[src/pkg/utdb_pkg.sv]
// Purpose: Constants and carrier types for the transmit double-buffer path
// Assumes: 32-bit classic Wishbone register access, byte addresses
// Notes: Register offsets below are aligned words
package utdb_pkg;
  localparam logic [7:0] UTDB_ADDR_CTRL = 8'h00;
  localparam logic [7:0] UTDB_ADDR_RELOAD = 8'h04;
  localparam logic [7:0] UTDB_ADDR_SHIFT = 8'h08;
  localparam logic [7:0] UTDB_ADDR_LINE_STAT = 8'h0c;
  localparam logic [7:0] UTDB_ADDR_IRQ_STAT = 8'h10;
  localparam logic [7:0] UTDB_ADDR_IRQ_MASK = 8'h14;
  localparam int UTDB_CTRL_DELAY_EN_BIT = 0;
  localparam int UTDB_CTRL_FIFO_RST_BIT = 1;
  localparam int UTDB_LINE_HOLD_EMPTY_BIT = 5;
  localparam int UTDB_LINE_TX_EMPTY_BIT = 6;
  localparam int UTDB_IRQ_FULL_BIT = 0;
  localparam int UTDB_IRQ_HOST_EMPTY_BIT = 1;
  localparam int UTDB_IRQ_W = 2;
  localparam logic [15:0] UTDB_RELOAD_RESET = 16'h0100;
  localparam logic [31:0] UTDB_UNMAPPED_DATA = 32'h0000_0000;

  typedef struct packed {
    logic [7:0] data;
    logic full;
  } utdb_stage_type;

  typedef struct packed {
    logic cyc;
    logic stb;
    logic we;
    logic [3:0] sel;
    logic [7:0] adr;
    logic [31:0] dat;
  } utdb_wb_req_type;
endpackage

[src/verilog/utdb_delay_timer.sv]
// Purpose: Character delay down-counter with timed-out state
// Assumes: Single clock, clock enable freezes the count
// Notes: Zero count is the timed-out state
`timescale 1ns/100ps
module utdb_delay_timer
  import utdb_pkg::*;
#(
  parameter int CNT_W = 16
) (
  input wire logic clk,
  input wire logic rst_b,
  input wire logic clk_en,
  input wire logic force_timeout,
  input wire logic reload,
  input wire logic [CNT_W-1:0] reload_val,
  output logic timed_out
);
  logic [CNT_W-1:0] cnt_q;
  logic [CNT_W-1:0] cnt_d;

  if (CNT_W < 2) begin : gen_cnt_w_check
    $error("CNT_W too small");
  end

  always_comb begin
    cnt_d = cnt_q;
    // Fifo reset must beat a transfer in the same cycle
    if (force_timeout) begin
      cnt_d = '0;
    end else if (reload) begin
      cnt_d = reload_val;
    end else if (cnt_q != '0) begin
      cnt_d = cnt_q - 1'b1;
    end
  end

  always_ff @(posedge clk or negedge rst_b) begin
    if (!rst_b) begin
      cnt_q <= '0;
    end else if (clk_en) begin
      cnt_q <= cnt_d;
    end
  end

  assign timed_out = (cnt_q == '0);
endmodule

[src/verilog/utdb_tx_path.sv]
// Purpose: Host holding register, shift buffer, empty flags, requests
// Assumes: Host write strobe on this clock; Wishbone for processor side
// Notes: Shift buffer read through Wishbone clears it
//
// Local design decisions: the register offsets and the Wishbone slave port.
`timescale 1ns/100ps
module utdb_tx_path
  import utdb_pkg::*;
#(
  parameter int CNT_W = 16
) (
  input wire logic clk,
  input wire logic rst_b,
  input wire logic clk_en,
  input wire logic host_wr,
  input wire logic [7:0] host_wdata,
  input wire logic delay_en,
  output logic host_holding_empty_flag,
  output logic host_tx_empty_flag,
  output logic proc_irq_request,
  output logic dma_request,
  output logic irq,
  input wire logic wb_cyc_i,
  input wire logic wb_stb_i,
  input wire logic wb_we_i,
  input wire logic [3:0] wb_sel_i,
  input wire logic [7:0] wb_adr_i,
  input wire logic [31:0] wb_dat_i,
  output logic [31:0] wb_dat_o,
  output logic wb_ack_o
);
  utdb_stage_type hold_q, hold_d;
  utdb_stage_type shift_q, shift_d;
  logic host_empty_q, host_empty_d;
  logic proc_empty_q, proc_empty_d;
  logic hold_flag_q, hold_flag_d;
  logic irq_req_q, irq_req_d;
  logic dma_q, dma_d;
  logic irq_q, irq_d;
  logic delay_en_q, delay_en_d;
  logic [CNT_W-1:0] reload_q, reload_d;
  logic [UTDB_IRQ_W-1:0] stat_q, stat_d;
  logic [UTDB_IRQ_W-1:0] mask_q, mask_d;
  logic ack_q, ack_d;
  logic [31:0] rdat_q, rdat_d;
  logic fifo_rst_q, fifo_rst_d;
  logic shift_read_q, shift_read_d;
  // Two flops bring the enable pin into this clock; the third spots a change
  logic cfg_meta_q, cfg_meta_d;
  logic cfg_sync_q, cfg_sync_d;
  logic cfg_seen_q, cfg_seen_d;
  logic timed_out;
  logic xfer;
  logic req;
  logic wr;
  logic rd;
  logic host_set;
  logic [31:0] line_word;
  logic [31:0] ctrl_word;

  if (CNT_W < 2 || CNT_W > 32) begin : gen_cnt_w_check
    $error("CNT_W out of range");
  end

  // Request decode; the ack cycle blocks a double take
  assign req = wb_cyc_i && wb_stb_i && !ack_q;
  assign wr = req && wb_we_i && wb_sel_i[0];
  assign rd = req && !wb_we_i;

  // Delay mode waits on an empty shift buffer and idle timer
  assign xfer = hold_q.full && !shift_q.full &&
                (!delay_en_q || timed_out);

  // Host empty only rises once every stage has drained
  assign host_set = !host_empty_q && !hold_q.full && !shift_q.full &&
                    (!delay_en_q || (shift_read_q && timed_out));

  utdb_delay_timer #(
    .CNT_W(CNT_W)
  ) u_timer (
    .clk(clk),
    .rst_b(rst_b),
    .clk_en(clk_en),
    .force_timeout(fifo_rst_q || host_set),
    .reload(xfer),
    .reload_val(reload_q),
    .timed_out(timed_out)
  );

  always_comb begin
    line_word = '0;
    line_word[UTDB_LINE_TX_EMPTY_BIT] = proc_empty_q;
    line_word[UTDB_LINE_HOLD_EMPTY_BIT] = hold_flag_q;
    ctrl_word = '0;
    ctrl_word[UTDB_CTRL_DELAY_EN_BIT] = delay_en_q;
  end

  // Data path and flag next state
  always_comb begin
    hold_d = hold_q;
    shift_d = shift_q;
    shift_read_d = shift_read_q;
    if (xfer) begin
      shift_d.data = hold_q.data;
      shift_d.full = 1'b1;
      hold_d.full = 1'b0;
      shift_read_d = 1'b0;
    end
    if (host_wr && (!hold_q.full || xfer)) begin
      hold_d.data = host_wdata;
      hold_d.full = 1'b1;
    end
    if (rd && wb_adr_i == UTDB_ADDR_SHIFT && shift_q.full) begin
      shift_d.full = 1'b0;
      shift_read_d = 1'b1;
    end
    if (fifo_rst_q) begin
      hold_d.full = 1'b0;
      shift_d.full = 1'b0;
    end
    hold_flag_d = !hold_d.full;
    proc_empty_d = !shift_d.full;
    irq_req_d = shift_d.full;
    dma_d = shift_d.full;
    host_empty_d = host_empty_q;
    if (hold_d.full || shift_d.full) begin
      host_empty_d = 1'b0;
    end else if (host_set || fifo_rst_q) begin
      host_empty_d = 1'b1;
    end
  end

  // Register file next state
  always_comb begin
    delay_en_d = delay_en_q;
    reload_d = reload_q;
    mask_d = mask_q;
    fifo_rst_d = 1'b0;
    stat_d = stat_q;
    ack_d = req;
    rdat_d = UTDB_UNMAPPED_DATA;
    cfg_meta_d = delay_en;
    cfg_sync_d = cfg_meta_q;
    cfg_seen_d = cfg_sync_q;
    // Pin acts only on a change, so a software setting survives a steady pin
    if (cfg_sync_q != cfg_seen_q) begin
      delay_en_d = cfg_sync_q;
    end
    if (wr) begin
      if (wb_adr_i == UTDB_ADDR_CTRL) begin
        delay_en_d = wb_dat_i[UTDB_CTRL_DELAY_EN_BIT];
        fifo_rst_d = wb_dat_i[UTDB_CTRL_FIFO_RST_BIT];
      end else if (wb_adr_i == UTDB_ADDR_RELOAD) begin
        reload_d = wb_dat_i[CNT_W-1:0];
      end else if (wb_adr_i == UTDB_ADDR_IRQ_STAT) begin
        stat_d = stat_q & ~wb_dat_i[UTDB_IRQ_W-1:0];
      end else if (wb_adr_i == UTDB_ADDR_IRQ_MASK) begin
        mask_d = wb_dat_i[UTDB_IRQ_W-1:0];
      end
    end
    // Set wins over a clear in the same cycle
    if (xfer) begin
      stat_d[UTDB_IRQ_FULL_BIT] = 1'b1;
    end
    if (host_set) begin
      stat_d[UTDB_IRQ_HOST_EMPTY_BIT] = 1'b1;
    end
    irq_d = |(stat_d & mask_d);
    if (rd) begin
      if (wb_adr_i == UTDB_ADDR_CTRL) begin
        rdat_d = ctrl_word;
      end else if (wb_adr_i == UTDB_ADDR_RELOAD) begin
        rdat_d = 32'(reload_q);
      end else if (wb_adr_i == UTDB_ADDR_SHIFT) begin
        rdat_d = {24'h00_0000, shift_q.data};
      end else if (wb_adr_i == UTDB_ADDR_LINE_STAT) begin
        rdat_d = line_word;
      end else if (wb_adr_i == UTDB_ADDR_IRQ_STAT) begin
        rdat_d = 32'(stat_q);
      end else if (wb_adr_i == UTDB_ADDR_IRQ_MASK) begin
        rdat_d = 32'(mask_q);
      end
    end
  end

  always_ff @(posedge clk or negedge rst_b) begin
    if (!rst_b) begin
      hold_q <= '0;
      shift_q <= '0;
      shift_read_q <= 1'b1;
      host_empty_q <= 1'b1;
      proc_empty_q <= 1'b1;
      hold_flag_q <= 1'b1;
      irq_req_q <= 1'b0;
      dma_q <= 1'b0;
      irq_q <= 1'b0;
      delay_en_q <= 1'b0;
      reload_q <= CNT_W'(UTDB_RELOAD_RESET);
      stat_q <= '0;
      mask_q <= '0;
      ack_q <= 1'b0;
      rdat_q <= '0;
      fifo_rst_q <= 1'b0;
      cfg_meta_q <= 1'b0;
      cfg_sync_q <= 1'b0;
      cfg_seen_q <= 1'b0;
    end else if (clk_en) begin
      hold_q <= hold_d;
      shift_q <= shift_d;
      shift_read_q <= shift_read_d;
      host_empty_q <= host_empty_d;
      proc_empty_q <= proc_empty_d;
      hold_flag_q <= hold_flag_d;
      irq_req_q <= irq_req_d;
      dma_q <= dma_d;
      irq_q <= irq_d;
      delay_en_q <= delay_en_d;
      reload_q <= reload_d;
      stat_q <= stat_d;
      mask_q <= mask_d;
      ack_q <= ack_d;
      rdat_q <= rdat_d;
      fifo_rst_q <= fifo_rst_d;
      cfg_meta_q <= cfg_meta_d;
      cfg_sync_q <= cfg_sync_d;
      cfg_seen_q <= cfg_seen_d;
    end
  end

  assign host_holding_empty_flag = hold_flag_q;
  assign host_tx_empty_flag = host_empty_q;
  assign proc_irq_request = irq_req_q;
  assign dma_request = dma_q;
  assign irq = irq_q;
  assign wb_dat_o = rdat_q;
  assign wb_ack_o = ack_q;

  // Flags are registered beside the stages, so they never lag them
  AST_HOLD_FLAG: assert property (@(posedge clk) disable iff (!rst_b)
    clk_en |=> hold_flag_q == !hold_q.full)
    else $error("holding-empty flag disagrees with holding register");
  AST_PROC_EMPTY: assert property (@(posedge clk) disable iff (!rst_b)
    proc_empty_q == !shift_q.full)
    else $error("processor empty flag lags shift buffer");
  AST_PROC_EMPTY_SET: assert property (@(posedge clk) disable iff (!rst_b)
    !shift_q.full |-> proc_empty_q)
    else $error("processor empty flag low with empty shift buffer");
  AST_REQ_FOLLOW: assert property (@(posedge clk) disable iff (!rst_b)
    irq_req_q == shift_q.full && dma_q == shift_q.full)
    else $error("irq or dma request not tracking shift buffer");
  AST_IRQ_LEVEL: assert property (@(posedge clk) disable iff (!rst_b)
    irq_q == |(stat_q & mask_q))
    else $error("interrupt line disagrees with status and mask");
  AST_ACK_PULSE: assert property (@(posedge clk) disable iff (!rst_b)
    clk_en && ack_q |=> !ack_q)
    else $error("acknowledge held longer than one cycle");

  // Data movement between the two stages
  AST_XFER_GATE: assert property (@(posedge clk) disable iff (!rst_b)
    clk_en && xfer && delay_en_q |-> timed_out && !shift_q.full)
    else $error("transfer without idle timer and empty shift buffer");
  AST_NO_EARLY_MOVE: assert property (@(posedge clk) disable iff (!rst_b)
    clk_en && delay_en_q && !timed_out && !shift_q.full |=> !shift_q.full)
    else $error("byte moved while delay timer still running");
  AST_SHIFT_DATA: assert property (@(posedge clk) disable iff (!rst_b)
    clk_en && xfer && !fifo_rst_q |=> shift_q.full && shift_q.data == $past(hold_q.data))
    else $error("shift buffer did not take the held byte");
  AST_HOLD_KEEP: assert property (@(posedge clk) disable iff (!rst_b)
    clk_en && hold_q.full && !xfer && !fifo_rst_q
      |=> hold_q.full && hold_q.data == $past(hold_q.data))
    else $error("held byte lost or overwritten");
  AST_READ_EMPTIES: assert property (@(posedge clk) disable iff (!rst_b)
    clk_en && rd && wb_adr_i == UTDB_ADDR_SHIFT && shift_q.full |=> !shift_q.full)
    else $error("shift buffer still full after processor read");
  AST_RELOAD: assert property (@(posedge clk) disable iff (!rst_b)
    clk_en && xfer && !fifo_rst_q |=> !timed_out || reload_q == '0)
    else $error("timer not reloaded on transfer");

  // Host transmitter-empty flag, timer state and delay enable pin load
  AST_HOST_CLEAR: assert property (@(posedge clk) disable iff (!rst_b)
    hold_q.full || shift_q.full |-> !host_empty_q)
    else $error("host empty flag set while data held");
  AST_HOST_RISE: assert property (@(posedge clk) disable iff (!rst_b)
    $rose(host_empty_q) && $past(delay_en_q) && !$past(fifo_rst_q)
      |-> $past(shift_read_q) && $past(timed_out))
    else $error("host empty rose before timer expiry");
  AST_NODELAY: assert property (@(posedge clk) disable iff (!rst_b)
    clk_en && !delay_en_q && !host_empty_q && !hold_q.full && !shift_q.full
      && !hold_d.full && !shift_d.full |=> host_empty_q)
    else $error("host empty not set with both stages empty");
  AST_TIMEOUT_ON_SET: assert property (@(posedge clk) disable iff (!rst_b)
    clk_en && host_set && !xfer |=> timed_out)
    else $error("timer not timed out after host empty set");
  AST_FIFO_RST: assert property (@(posedge clk) disable iff (!rst_b)
    clk_en && fifo_rst_q |=> !hold_q.full && !shift_q.full && host_empty_q && timed_out)
    else $error("fifo reset left data or a running timer");
  AST_CFG_LOAD: assert property (@(posedge clk) disable iff (!rst_b)
    clk_en && cfg_sync_q != cfg_seen_q && !(wr && wb_adr_i == UTDB_ADDR_CTRL)
      |=> delay_en_q == $past(cfg_sync_q))
    else $error("delay enable pin change not loaded");

  COV_XFER: cover property (@(posedge clk) disable iff (!rst_b) xfer);
  COV_READ: cover property (@(posedge clk) disable iff (!rst_b)
    $fell(shift_q.full));
  COV_HOST_SET: cover property (@(posedge clk) disable iff (!rst_b)
    $rose(host_empty_q) && delay_en_q);
  COV_IRQ: cover property (@(posedge clk) disable iff (!rst_b) $rose(irq_q));
  COV_FIFO_RST: cover property (@(posedge clk) disable iff (!rst_b)
    fifo_rst_q && delay_en_q);
endmodule

[config.mk]
export PLATFORM = sky130hd
export DESIGN_NAME = utdb_tx_path
export DESIGN_NICKNAME = d
export VERILOG_FILES = /design/src/pkg/utdb_pkg.sv /design/src/verilog/utdb_delay_timer.sv /design/src/verilog/utdb_tx_path.sv
export SDC_FILE = /design/constraint.sdc
export NUM_CORES = 1
export LEC_CHECK = 0
export BUFFER_PORTS_ARGS = -buffer_cell sky130_fd_sc_hd__buf_2
export CORE_MARGIN = 2
export CORE_UTILIZATION = 50
export CTS_BUF_LIST = sky130_fd_sc_hd__clkbuf_8 sky130_fd_sc_hd__clkbuf_16
export DETAILED_ROUTE_END_ITERATION = 7
export PLACE_DENSITY = 0.74
export SLEW_MARGIN = 15
export SYNTH_ARGS = -nofsm -noshare
export SYNTH_HDL_FRONTEND = slang
export SYNTH_SLANG_ARGS = --single-unit
[constraint.sdc]
create_clock -name clk -period 6.8 [get_ports clk]
set_input_delay 0.68 -clock clk [delete_from_list [all_inputs] [get_ports clk]]
set_output_delay 0.68 -clock clk [all_outputs]
set_load 0.005 [all_outputs]
Yosys cells after proc, flatten, opt, wreduce, memory -nomap -nowiden --
Cells that the tools add are included.
Cells by class: add/sub/neg operators 1, equal/unequal tests 6, muxes and demuxes 36, bitwise logic cells 4, reductions and logical operators 40
Operators with widths (number):
- two-way mux 16 bit | 6
- two-way mux 2 bit | 11
- two-way mux 1 bit | 17
- == test 8 x 4 -> 1 bit (second input constant) | 2
- == test 8 x 5 -> 1 bit (second input constant) | 2
- logical NOT 16 bit | 1
- nonzero test 16 bit | 1
- subtractor 16 x 1 -> 16 bit (second input constant) | 1
- logical AND 1 bit | 14
- AND reduction 2 bit | 5
- == test 8 x 3 -> 1 bit (second input constant) | 1
- logical NOT 1 bit | 8
- logical NOT 8 bit | 1
- two-way mux 8 bit | 1
- two-way mux 7 bit | 1
- logical OR 1 bit | 5
- bitwise AND 2 bit | 2
- AND reduction 4 bit | 1
- nonzero test 2 bit | 2
- nonzero test 3 bit | 1
- inverter 2 bit | 1
- OR reduction 2 bit | 1
- != test 1 bit | 1
- inverter 1 bit | 1
Word-level totals: flip-flop bits (word level) 97, input port bits 60, word-level logic and storage cells 107

Depth between registers and ports, before layout --
Gate-level depths: netlist of run 1.
depth in word-level cells 10, mapped depth 10

By module --
Synthesis of run 1 repeated with hierarchy kept, for this count alone.
Second synthesis, totals: cell total of the unflattened synthesis 394, area, all modules 4199.0 um2
Modules (own cells, without submodules):
- utdb_tx_path | times used 1, cells each 255, area each 3019.1 um2, seq. area each 1632.8 um2
- utdb_delay_timer | times used 1, cells each 139, area each 1179.9 um2, seq. area each 400.4 um2

Worst setup path after synthesis of run 1 --
No wires, ideal clock.
kind input port to flip-flop, start input wb_adr_i[1], end register reload_q[10], setup time 125 ps, arrival 2095 ps, setup slack 4580 ps, cell stages on the path 5, cell sequence nor4_1 -> nor2_1 -> nand3_2 -> buf_2 -> mux2_2
On the way: longest elaborated chain between the ends 3, elaborated cells between the ends (all ways) 4
Ends and longest elaborated chain:
- from (decl) | RTL line utdb_tx_path.sv:27 | input wire logic [7:0] wb_adr_i,
- logical NOT 8 bit | RTL line utdb_tx_path.sv:150 | if (wb_adr_i == UTDB_ADDR_CTRL) begin
- inverter 1 bit (no line)
- AND reduction 4 bit (no line) (*)
- to (signal assigned) | RTL line utdb_tx_path.sv:198 | reload_q <= CNT_W'(UTDB_RELOAD_RESET);
- to (signal assigned) | RTL line utdb_tx_path.sv:218 | reload_q <= reload_d;
- to (decl) | RTL line utdb_tx_path.sv:41 | logic [CNT_W-1:0] reload_q, reload_d;
Mark *: on every way between the ends. The rest lies on a longest branch, timed or not. A chain may end at the register's enable or synchronous reset.

Final worst setup path of run 1 --
start register u_timer.cnt_q[0], end register u_timer.cnt_q[13]
On the way: longest elaborated chain between the ends 7, elaborated cells between the ends (all ways) 14
Ends and longest elaborated chain:
- from (decl) | RTL line utdb_delay_timer.sv:18 | logic [CNT_W-1:0] cnt_q;
- from (signal assigned) | RTL line utdb_delay_timer.sv:41 | cnt_q <= cnt_d;
- parallel branches: the longest is 7 deep, another holds subtractor 16 x 1 -> 16 bit
Parallel ways; which one is timed is not known. The select of a mux whose other input is x is not followed.

==> impl_metrics.py, run 1 <==
metrics = {
    "outcome": {
        "run_status": "completed",
    },
    "global_routing": {
        "grt.busiest_layer": "met2",
        "grt_pass1_wl_mm": 15.0,
        "grt_pass1_vias": 3072,
        "grtUsageTotal": 0.217,
        "met1_usage": 0.304,
        "antenna_found_initial": 0,
        "grtUsageMet3": 0.0519,
        "grt_start_max_net_pins": 82,
        "grt_use_met2": 0.333,
        "grt_overflow_total": 0,
    },
    "sta": {
        "hold_violations": 0,
        "worst_pin_slew_ps": 1000,
        "fin_crit_ps": 2760,
        "fmax_mhz": 362,
        "setup_viol": 0,
        "period_share": 0.406,
        "drv_slew": 0,
        "holdWs_ps": 474,
        "slew_headroom": 0.330,
        "rsz0062_at_grt": "false",
        "tns_ps": 0,
        "worst_clock_skew_ps": 11.1,
    },
    "critical_path": {
        "worstPathArrival_ps": 2980,
        "cp_slowest_stage_delay_ps": 590,
        "required_ps": 7010,
        "worst_path_max_delay_cell": "or3_1",
        "path_class": "register to register",
        "crit_fanout": 16,
        "crit_path_start_kind": "register",
        "cp_cell_sequence": "inv_1 -> ha_1 -> nor4b_1 -> nand4_2 -> and2_4 -> nor4b_4 -> or3_1 -> o2bb2ai_1",
        "end_kind": "register",
    },
    "floorplanning": {
        "die_h_um": 94.9,
        "rows": 33,
        "initial_core_util": 0.510,
        "num_io_pins": 98,
        "core_area_mm2": 0.00809,
        "die_w_um": 94.9,
        "die_area_mm2": 0.00900,
    },
    "clock_network": {
        "cts.sinks": 81,
        "clk_latency_ps": 350,
        "path_clk_slew_ps": 90,
        "cts-resized-gates": 0,
        "cts-root-buf": "clkbuf_8",
        "htree_levels": 3,
        "cts_hold_buf": 0,
        "cts_max_path_buffers": 2,
        "cts_tree": "done",
        "post-cts-setup-buffers": 0,
        "cts_buffers": 9,
    },
    "finish": {
        "n_fill_cell": 744,
        "drive_above_1_share": 0.294,
        "diodes": 0,
        "final_common_cell": "dfrtp_1",
        "nets": 516,
        "final_cell_mix": "dfrtp_1, buf_2, mux2_2",
        "area_delta_synth_final_pct": 12.6,
    },
    "power_and_ir_drop": {
        "vdd_drop_max_uv": 201,
        "switchingPower_mw": 0.531,
        "comb_power_share": 0.301,
        "p_int_mw": 1.02,
        "power_frac_seq": 0.446,
        "pwr-share-clk": 0.252,
        "power_density_mw_per_mm2": 333,
        "p_leak_nw": 2.13,
        "p_sw_frac": 0.343,
    },
    "routing": {
        "drtIter0Drc": 223,
        "drc": 0,
        "vias": 3157,
        "ant_nets": 0,
        "vias_per_cell": 5.60,
        "drt_wl_total_mm": 9.01,
        "avgRoutedWirePerCell_um": 16.0,
        "drtPass1Iterations": 4,
    },
    "run": {
        "cap_violations": 0,
    },
    "synthesis": {
        "yosysWarnings": 0,
        "postSynthCellCount": 398,
        "ys_types": 57,
        "syn_area_per_cell_um2": 10.4,
        "async_flop_share": 1.00,
        "synth-edff-count": 0,
        "ys.flop_type": "dfrtp_1",
        "ys_ff_latch": 81,
        "ys_seq_area_frac": 0.493,
        "synthesis.area_mm2": 0.00413,
    },
    "hold_path": {
        "hold_path.class": "input pin to async pin",
    },
    "place": {
        "finalWeightedCongestion": 0.910,
        "dp_hpwl_mm": 6.31,
        "port_buffers": 62,
    },
}
stage by stage:
step           instance area [µm²]  setup WS, ps  instances  utilization  total power, mW
2_1_floorplan                 4180          4580        413            -             1.05
3_3_place_gp                  4430          4150        548        0.547             1.14
3_5_place_dp                  4430          4110        548        0.547             1.17
4_1_cts                       4650          4110        564        0.574             1.56
5_1_grt                       4650          3940        564        0.574             1.65
6_report                      4650          4040        564        0.574             1.55
layer usage:
| metal | share of wire | wire length [µm] |
|---|---|---|
| met1 | 0.44 | 3950 |
| met2 | 0.49 | 4370 |
| met3 | 0.063 | 571 |
| met4 | 0.013 | 119 |
| met5 | 0 | 0 |
cells in the mapped netlist, types with 3 or more instances:
| library cell | number | share of area |
|---|---|---|
| nor3_1 | 15 | 0.018 |
| o21ai_0 | 31 | 0.038 |
| clkbuf_1 | 10 | 0.0091 |
| a21oi_1 | 22 | 0.027 |
| nor3b_1 | 4 | 0.0073 |
| mux2_2 | 39 | 0.11 |
| and3_1 | 3 | 0.0045 |
| nor2b_1 | 4 | 0.0061 |
| inv_1 | 25 | 0.023 |
| o22ai_1 | 10 | 0.015 |
| nor4_1 | 6 | 0.0091 |
| o2bb2ai_1 | 13 | 0.028 |
| nand2_1 | 29 | 0.026 |
| a22o_1 | 3 | 0.0064 |
| buf_2 | 4 | 0.0049 |
| a22oi_1 | 6 | 0.011 |
| nor2_1 | 20 | 0.018 |
| and2_1 | 3 | 0.0045 |
| nand2b_1 | 4 | 0.0061 |
| buf_4 | 17 | 0.031 |
| dfstp_2 | 5 | 0.032 |
| nand3_1 | 8 | 0.0097 |
| dfrtp_1 | 76 | 0.46 |
power groups by stage:
stage                     Sequential, mW  Clock, mW  Combinational, mW
final                              0.692      0.391              0.467
after global routing               0.708      0.418              0.526
after CTS                          0.691      0.398              0.470
after detailed placement           0.699          0              0.468
after global placement             0.692          0              0.452
after floorplan                    0.661          0              0.393
layout make-up:
type                            count  area, µm²  area share
Sequential cell                    81       2030       0.437
Inverter                           25       93.8      0.0202
Tap cell                          105        131      0.0283
Multi-Input combinational cell    273       1840       0.396
Clock buffer                       10        138      0.0296
Clock inverter                      6       82.6      0.0178
Timing Repair Buffer               64        328      0.0705
critical path: cells and delay by family (launching register included):
family / cells / cell delay, ps
fa+ha+maj: 1 / 160
buf+inv: 1 / 110
flops: 1 / 420
simple gates: 5 / 1780
compound gates: 1 / 150
state kept, by name (all words and copies together), names as in the netlist:
register / flops
reload_q: 16
u_timer.cnt_q: 16
wb_dat_o: 16
hold_q: 9
shift_q: 8
mask_q: 2
stat_q: 2
cfg_meta_q: 1
cfg_seen_d: 1
cfg_seen_q: 1
delay_en_q: 1
dma_request: 1
fifo_rst_q: 1
host_holding_empty_flag: 1
host_tx_empty_flag: 1
irq: 1
proc_empty_q: 1
shift_read_q: 1
wb_ack_o: 1
path summary, 6_finish.rpt:
check                               endpoint  cells past startpoint              from  slack (ps)
max                        u_timer.cnt_q[13]                      8  u_timer.cnt_q[0]        4040
min                                mask_q[1]                      1             rst_b         470
max reg2reg                u_timer.cnt_q[13]                      8  u_timer.cnt_q[0]        4040
min reg2reg                       cfg_seen_d                      2        cfg_meta_q         500
max in group asynchronous   u_timer.cnt_q[6]                      1             rst_b        5660
min in group clk                  cfg_seen_d                      2        cfg_meta_q         500
cell families after synthesis:
group                      Yosys count  share of synthesized area
AOI/OAI and AO/OA                  104                      0.166
and+or+nand+nor                    110                      0.149
muxes                               41                      0.111
buffers and inverters               59                     0.0749
DFF                                 81                      0.493
other                                1                   0.000908
adders and majority gates            2                    0.00606
Note: power is estimated with default switching activity, not from simulation.
==> run 2, diff against run 1 <==
--- a/config.mk
+++ b/config.mk
@@ -7,10 +7,10 @@
 export LEC_CHECK = 0
 export BUFFER_PORTS_ARGS = -buffer_cell sky130_fd_sc_hd__buf_2
 export CORE_MARGIN = 2
-export CORE_UTILIZATION = 50
+export CORE_UTILIZATION = 49
 export CTS_BUF_LIST = sky130_fd_sc_hd__clkbuf_8 sky130_fd_sc_hd__clkbuf_16
 export DETAILED_ROUTE_END_ITERATION = 7
-export PLACE_DENSITY = 0.74
+export PLACE_DENSITY = 0.76
 export SLEW_MARGIN = 15
 export SYNTH_ARGS = -nofsm -noshare
 export SYNTH_HDL_FRONTEND = slang
==> constraint.sdc (replaced) <==
create_clock -name clk -period 2.5 [get_ports clk]
set_input_delay 0.25 -clock clk [delete_from_list [all_inputs] [get_ports clk]]
set_output_delay 0.25 -clock clk [all_outputs]
set_load 0.005 [all_outputs]
==> run 2 against run 1 <==
Combinational power grew to 2.9 times the previous value; global-route usage hardly changed; wire length is 5.1% higher; via count up 1.7%; count of clock-buffer cells in the layout is 1 lower; die area is 1.9% higher; clock skew fell by 2.0 ps; hold slack worse by 350 ps; utilization grew 0.84 points; largest cell class unchanged; highest routed layer unchanged.
==> impl_metrics.py, run 2 (synthesis gave the netlist of run 1 again) <==
metrics = {
    "critical_path": {
        "required_ps": 2730,
        "r2r_cells": 9,
        "worstPathArrival_ps": 2610,
        "rr_endpoint": "hold_q[4]",
        "path_class": "register to register",
        "crit_path_start_kind": "register",
        "reg2reg_from": "u_timer.cnt_q[0]",
        "worst-r2r-setup-slack_ps": 130,
        "crit_fanout": 8,
        "end_kind": "register",
    },
    "floorplanning": {
        "core_area_mm2": 0.00818,
        "num_io_pins": 98,
        "die_h_um": 95.8,
        "rows": 33,
        "die_area_mm2": 0.00917,
        "die_w_um": 95.8,
        "initial_core_util": 0.505,
    },
    "hold_path": {
        "holdPathEnd": "reload_q[13]",
        "hold_path.class": "input pin to register",
        "hold-path-cell-count": 2,
        "hold_start": "wb_dat_i[13]",
    },
    "power_and_ir_drop": {
        "p_leak_nw": 2.18,
        "p_sw_frac": 0.355,
        "p_int_mw": 2.72,
        "comb_power_share": 0.323,
        "power_frac_seq": 0.446,
        "vdd_drop_max_uv": 546,
        "switchingPower_mw": 1.50,
        "pwr-share-clk": 0.231,
        "power_density_mw_per_mm2": 884,
    },
    "clock_network": {
        "cts_tree": "done",
        "htree_levels": 3,
        "cts.sinks": 81,
        "cts-root-buf": "clkbuf_8",
        "cts_buffers": 9,
        "cts_max_path_buffers": 2,
        "path_clk_slew_ps": 90,
        "clk_latency_ps": 350,
    },
    "sta": {
        "drv_slew": 0,
        "worst_pin_slew_ps": 857,
        "period_share": 0.950,
        "fmax_mhz": 421,
        "rsz0062_at_grt": "false",
        "setup_viol": 0,
        "slew_headroom": 0.421,
        "hold_violations": 0,
        "worst_clock_skew_ps": 9.10,
        "tns_ps": 0,
        "fin_crit_ps": 2370,
    },
    "routing": {
        "drt_wl_total_mm": 9.47,
        "vias": 3212,
        "wl_met2_mm": 4.61,
        "routed.top_layer": "met4",
        "avgRoutedWirePerCell_um": 16.4,
        "wl_met3_um": 435,
        "drc": 0,
        "vias_per_cell": 5.56,
        "ant_nets": 0,
        "drtIter0Drc": 222,
        "drtPass1Iterations": 4,
        "wirelength_met1_mm": 4.32,
    },
    "global_routing": {
        "grtUsageTotal": 0.218,
        "grt_pass1_vias": 3156,
        "grt_pass1_wl_mm": 15.3,
        "antenna_found_initial": 0,
        "grt_overflow_total": 0,
        "grt_start_max_net_pins": 40,
    },
    "finish": {
        "diodes": 0,
        "final_common_cell": "dfrtp_1",
        "final_cells": 578,
        "nets": 530,
        "area_delta_synth_final_pct": 15.4,
        "drive_above_1_share": 0.317,
        "final_cell_mix": "dfrtp_1, buf_2, mux2_2",
    },
    "place": {
        "port_buffers": 62,
        "dp_hpwl_mm": 6.92,
        "dpl.cell_count": 560,
        "finalWeightedCongestion": 0.879,
    },
    "outcome": {
        "run_status": "completed",
    },
    "run": {
        "cap_violations": 0,
    },
}
run 2: changes by cell type in the layout (fill, tap and decap cells not counted), sizes merged:
cell	previous run	this run
dlygate4sd3	0	1
bufinv	2	1
clkinv	3	1
clkbuf	10	9
inv	26	27
buf	64	77
clkinvlp	0	3
run 2: repair_timing:
item	4_1_cts	5_1_grt
hold buffers	1	0
hold endpoints to repair	36	0
resized for setup	0	1
setup endpoints to repair	0	10
setup buffers	0	1
run 2: worst max-delay path by stage:
stage          slack, ps              from  depth (start not counted)         to
6_report             130  u_timer.cnt_q[0]                          9  hold_q[4]
5_1_grt              0.6  u_timer.cnt_q[0]                          9  hold_q[2]
4_1_cts               50  u_timer.cnt_q[0]                          8  hold_q[4]
3_5_place_dp          70  u_timer.cnt_q[0]                          8  hold_q[8]
3_3_place_gp         160  u_timer.cnt_q[0]                          8  hold_q[8]
2_1_floorplan        360  u_timer.cnt_q[0]                          8  hold_q[1]
run 2: critical path: stages, from the launching register on:
cell and delay, ps:
dfrtp_1 420, inv_1 110, ha_1 150, nor4b_1 290, nand4_2 250, nand2_1 180
nand3_1 170, a21oi_4 200, buf_12 150, mux2_2 330
run 2: layer usage:
layer  vias to the layer above  GRT usage
li1                       1536          -
met1                      1572      0.299
met2                        94      0.358
met3                        10     0.0305
met4                         0     0.0702
met5                         -          0
run 2: final cells by class:
cell class | count | area, µm²
clock buffer | 9 | 124
clock inverter | 7 | 78.8
fill | 700 | 3410
inverter | 25 | 93.8
multi-input combinational | 273 | 1840
sequential | 81 | 2030
tap | 105 | 131
timing repair buffer | 78 | 460
run 2: power by group through the flow:
stage | clock network, mW | registers, mW | logic (mW)
2_1_floorplan | 0 | 1.80 | 1.07
3_3_place_gp | 0 | 1.88 | 1.29
3_5_place_dp | 0 | 1.90 | 1.33
4_1_cts | 0.991 | 1.87 | 1.34
5_1_grt | 1.04 | 1.92 | 1.51
6_report | 0.972 | 1.88 | 1.36
run 2: metrics by stage:
stage                     setup WS [ps]  hold slack [ps]  area, µm²  power [mW]   util
final                               125              124       4760        4.21  0.583
after floorplan                     361            -45.6       4180        2.87      -
after CTS                          54.6              115       4740        4.21  0.580
after global routing              0.593              117       4760        4.48  0.583
after detailed placement           67.8              248       4530        3.23  0.554
after global placement              156              247       4530        3.17  0.554
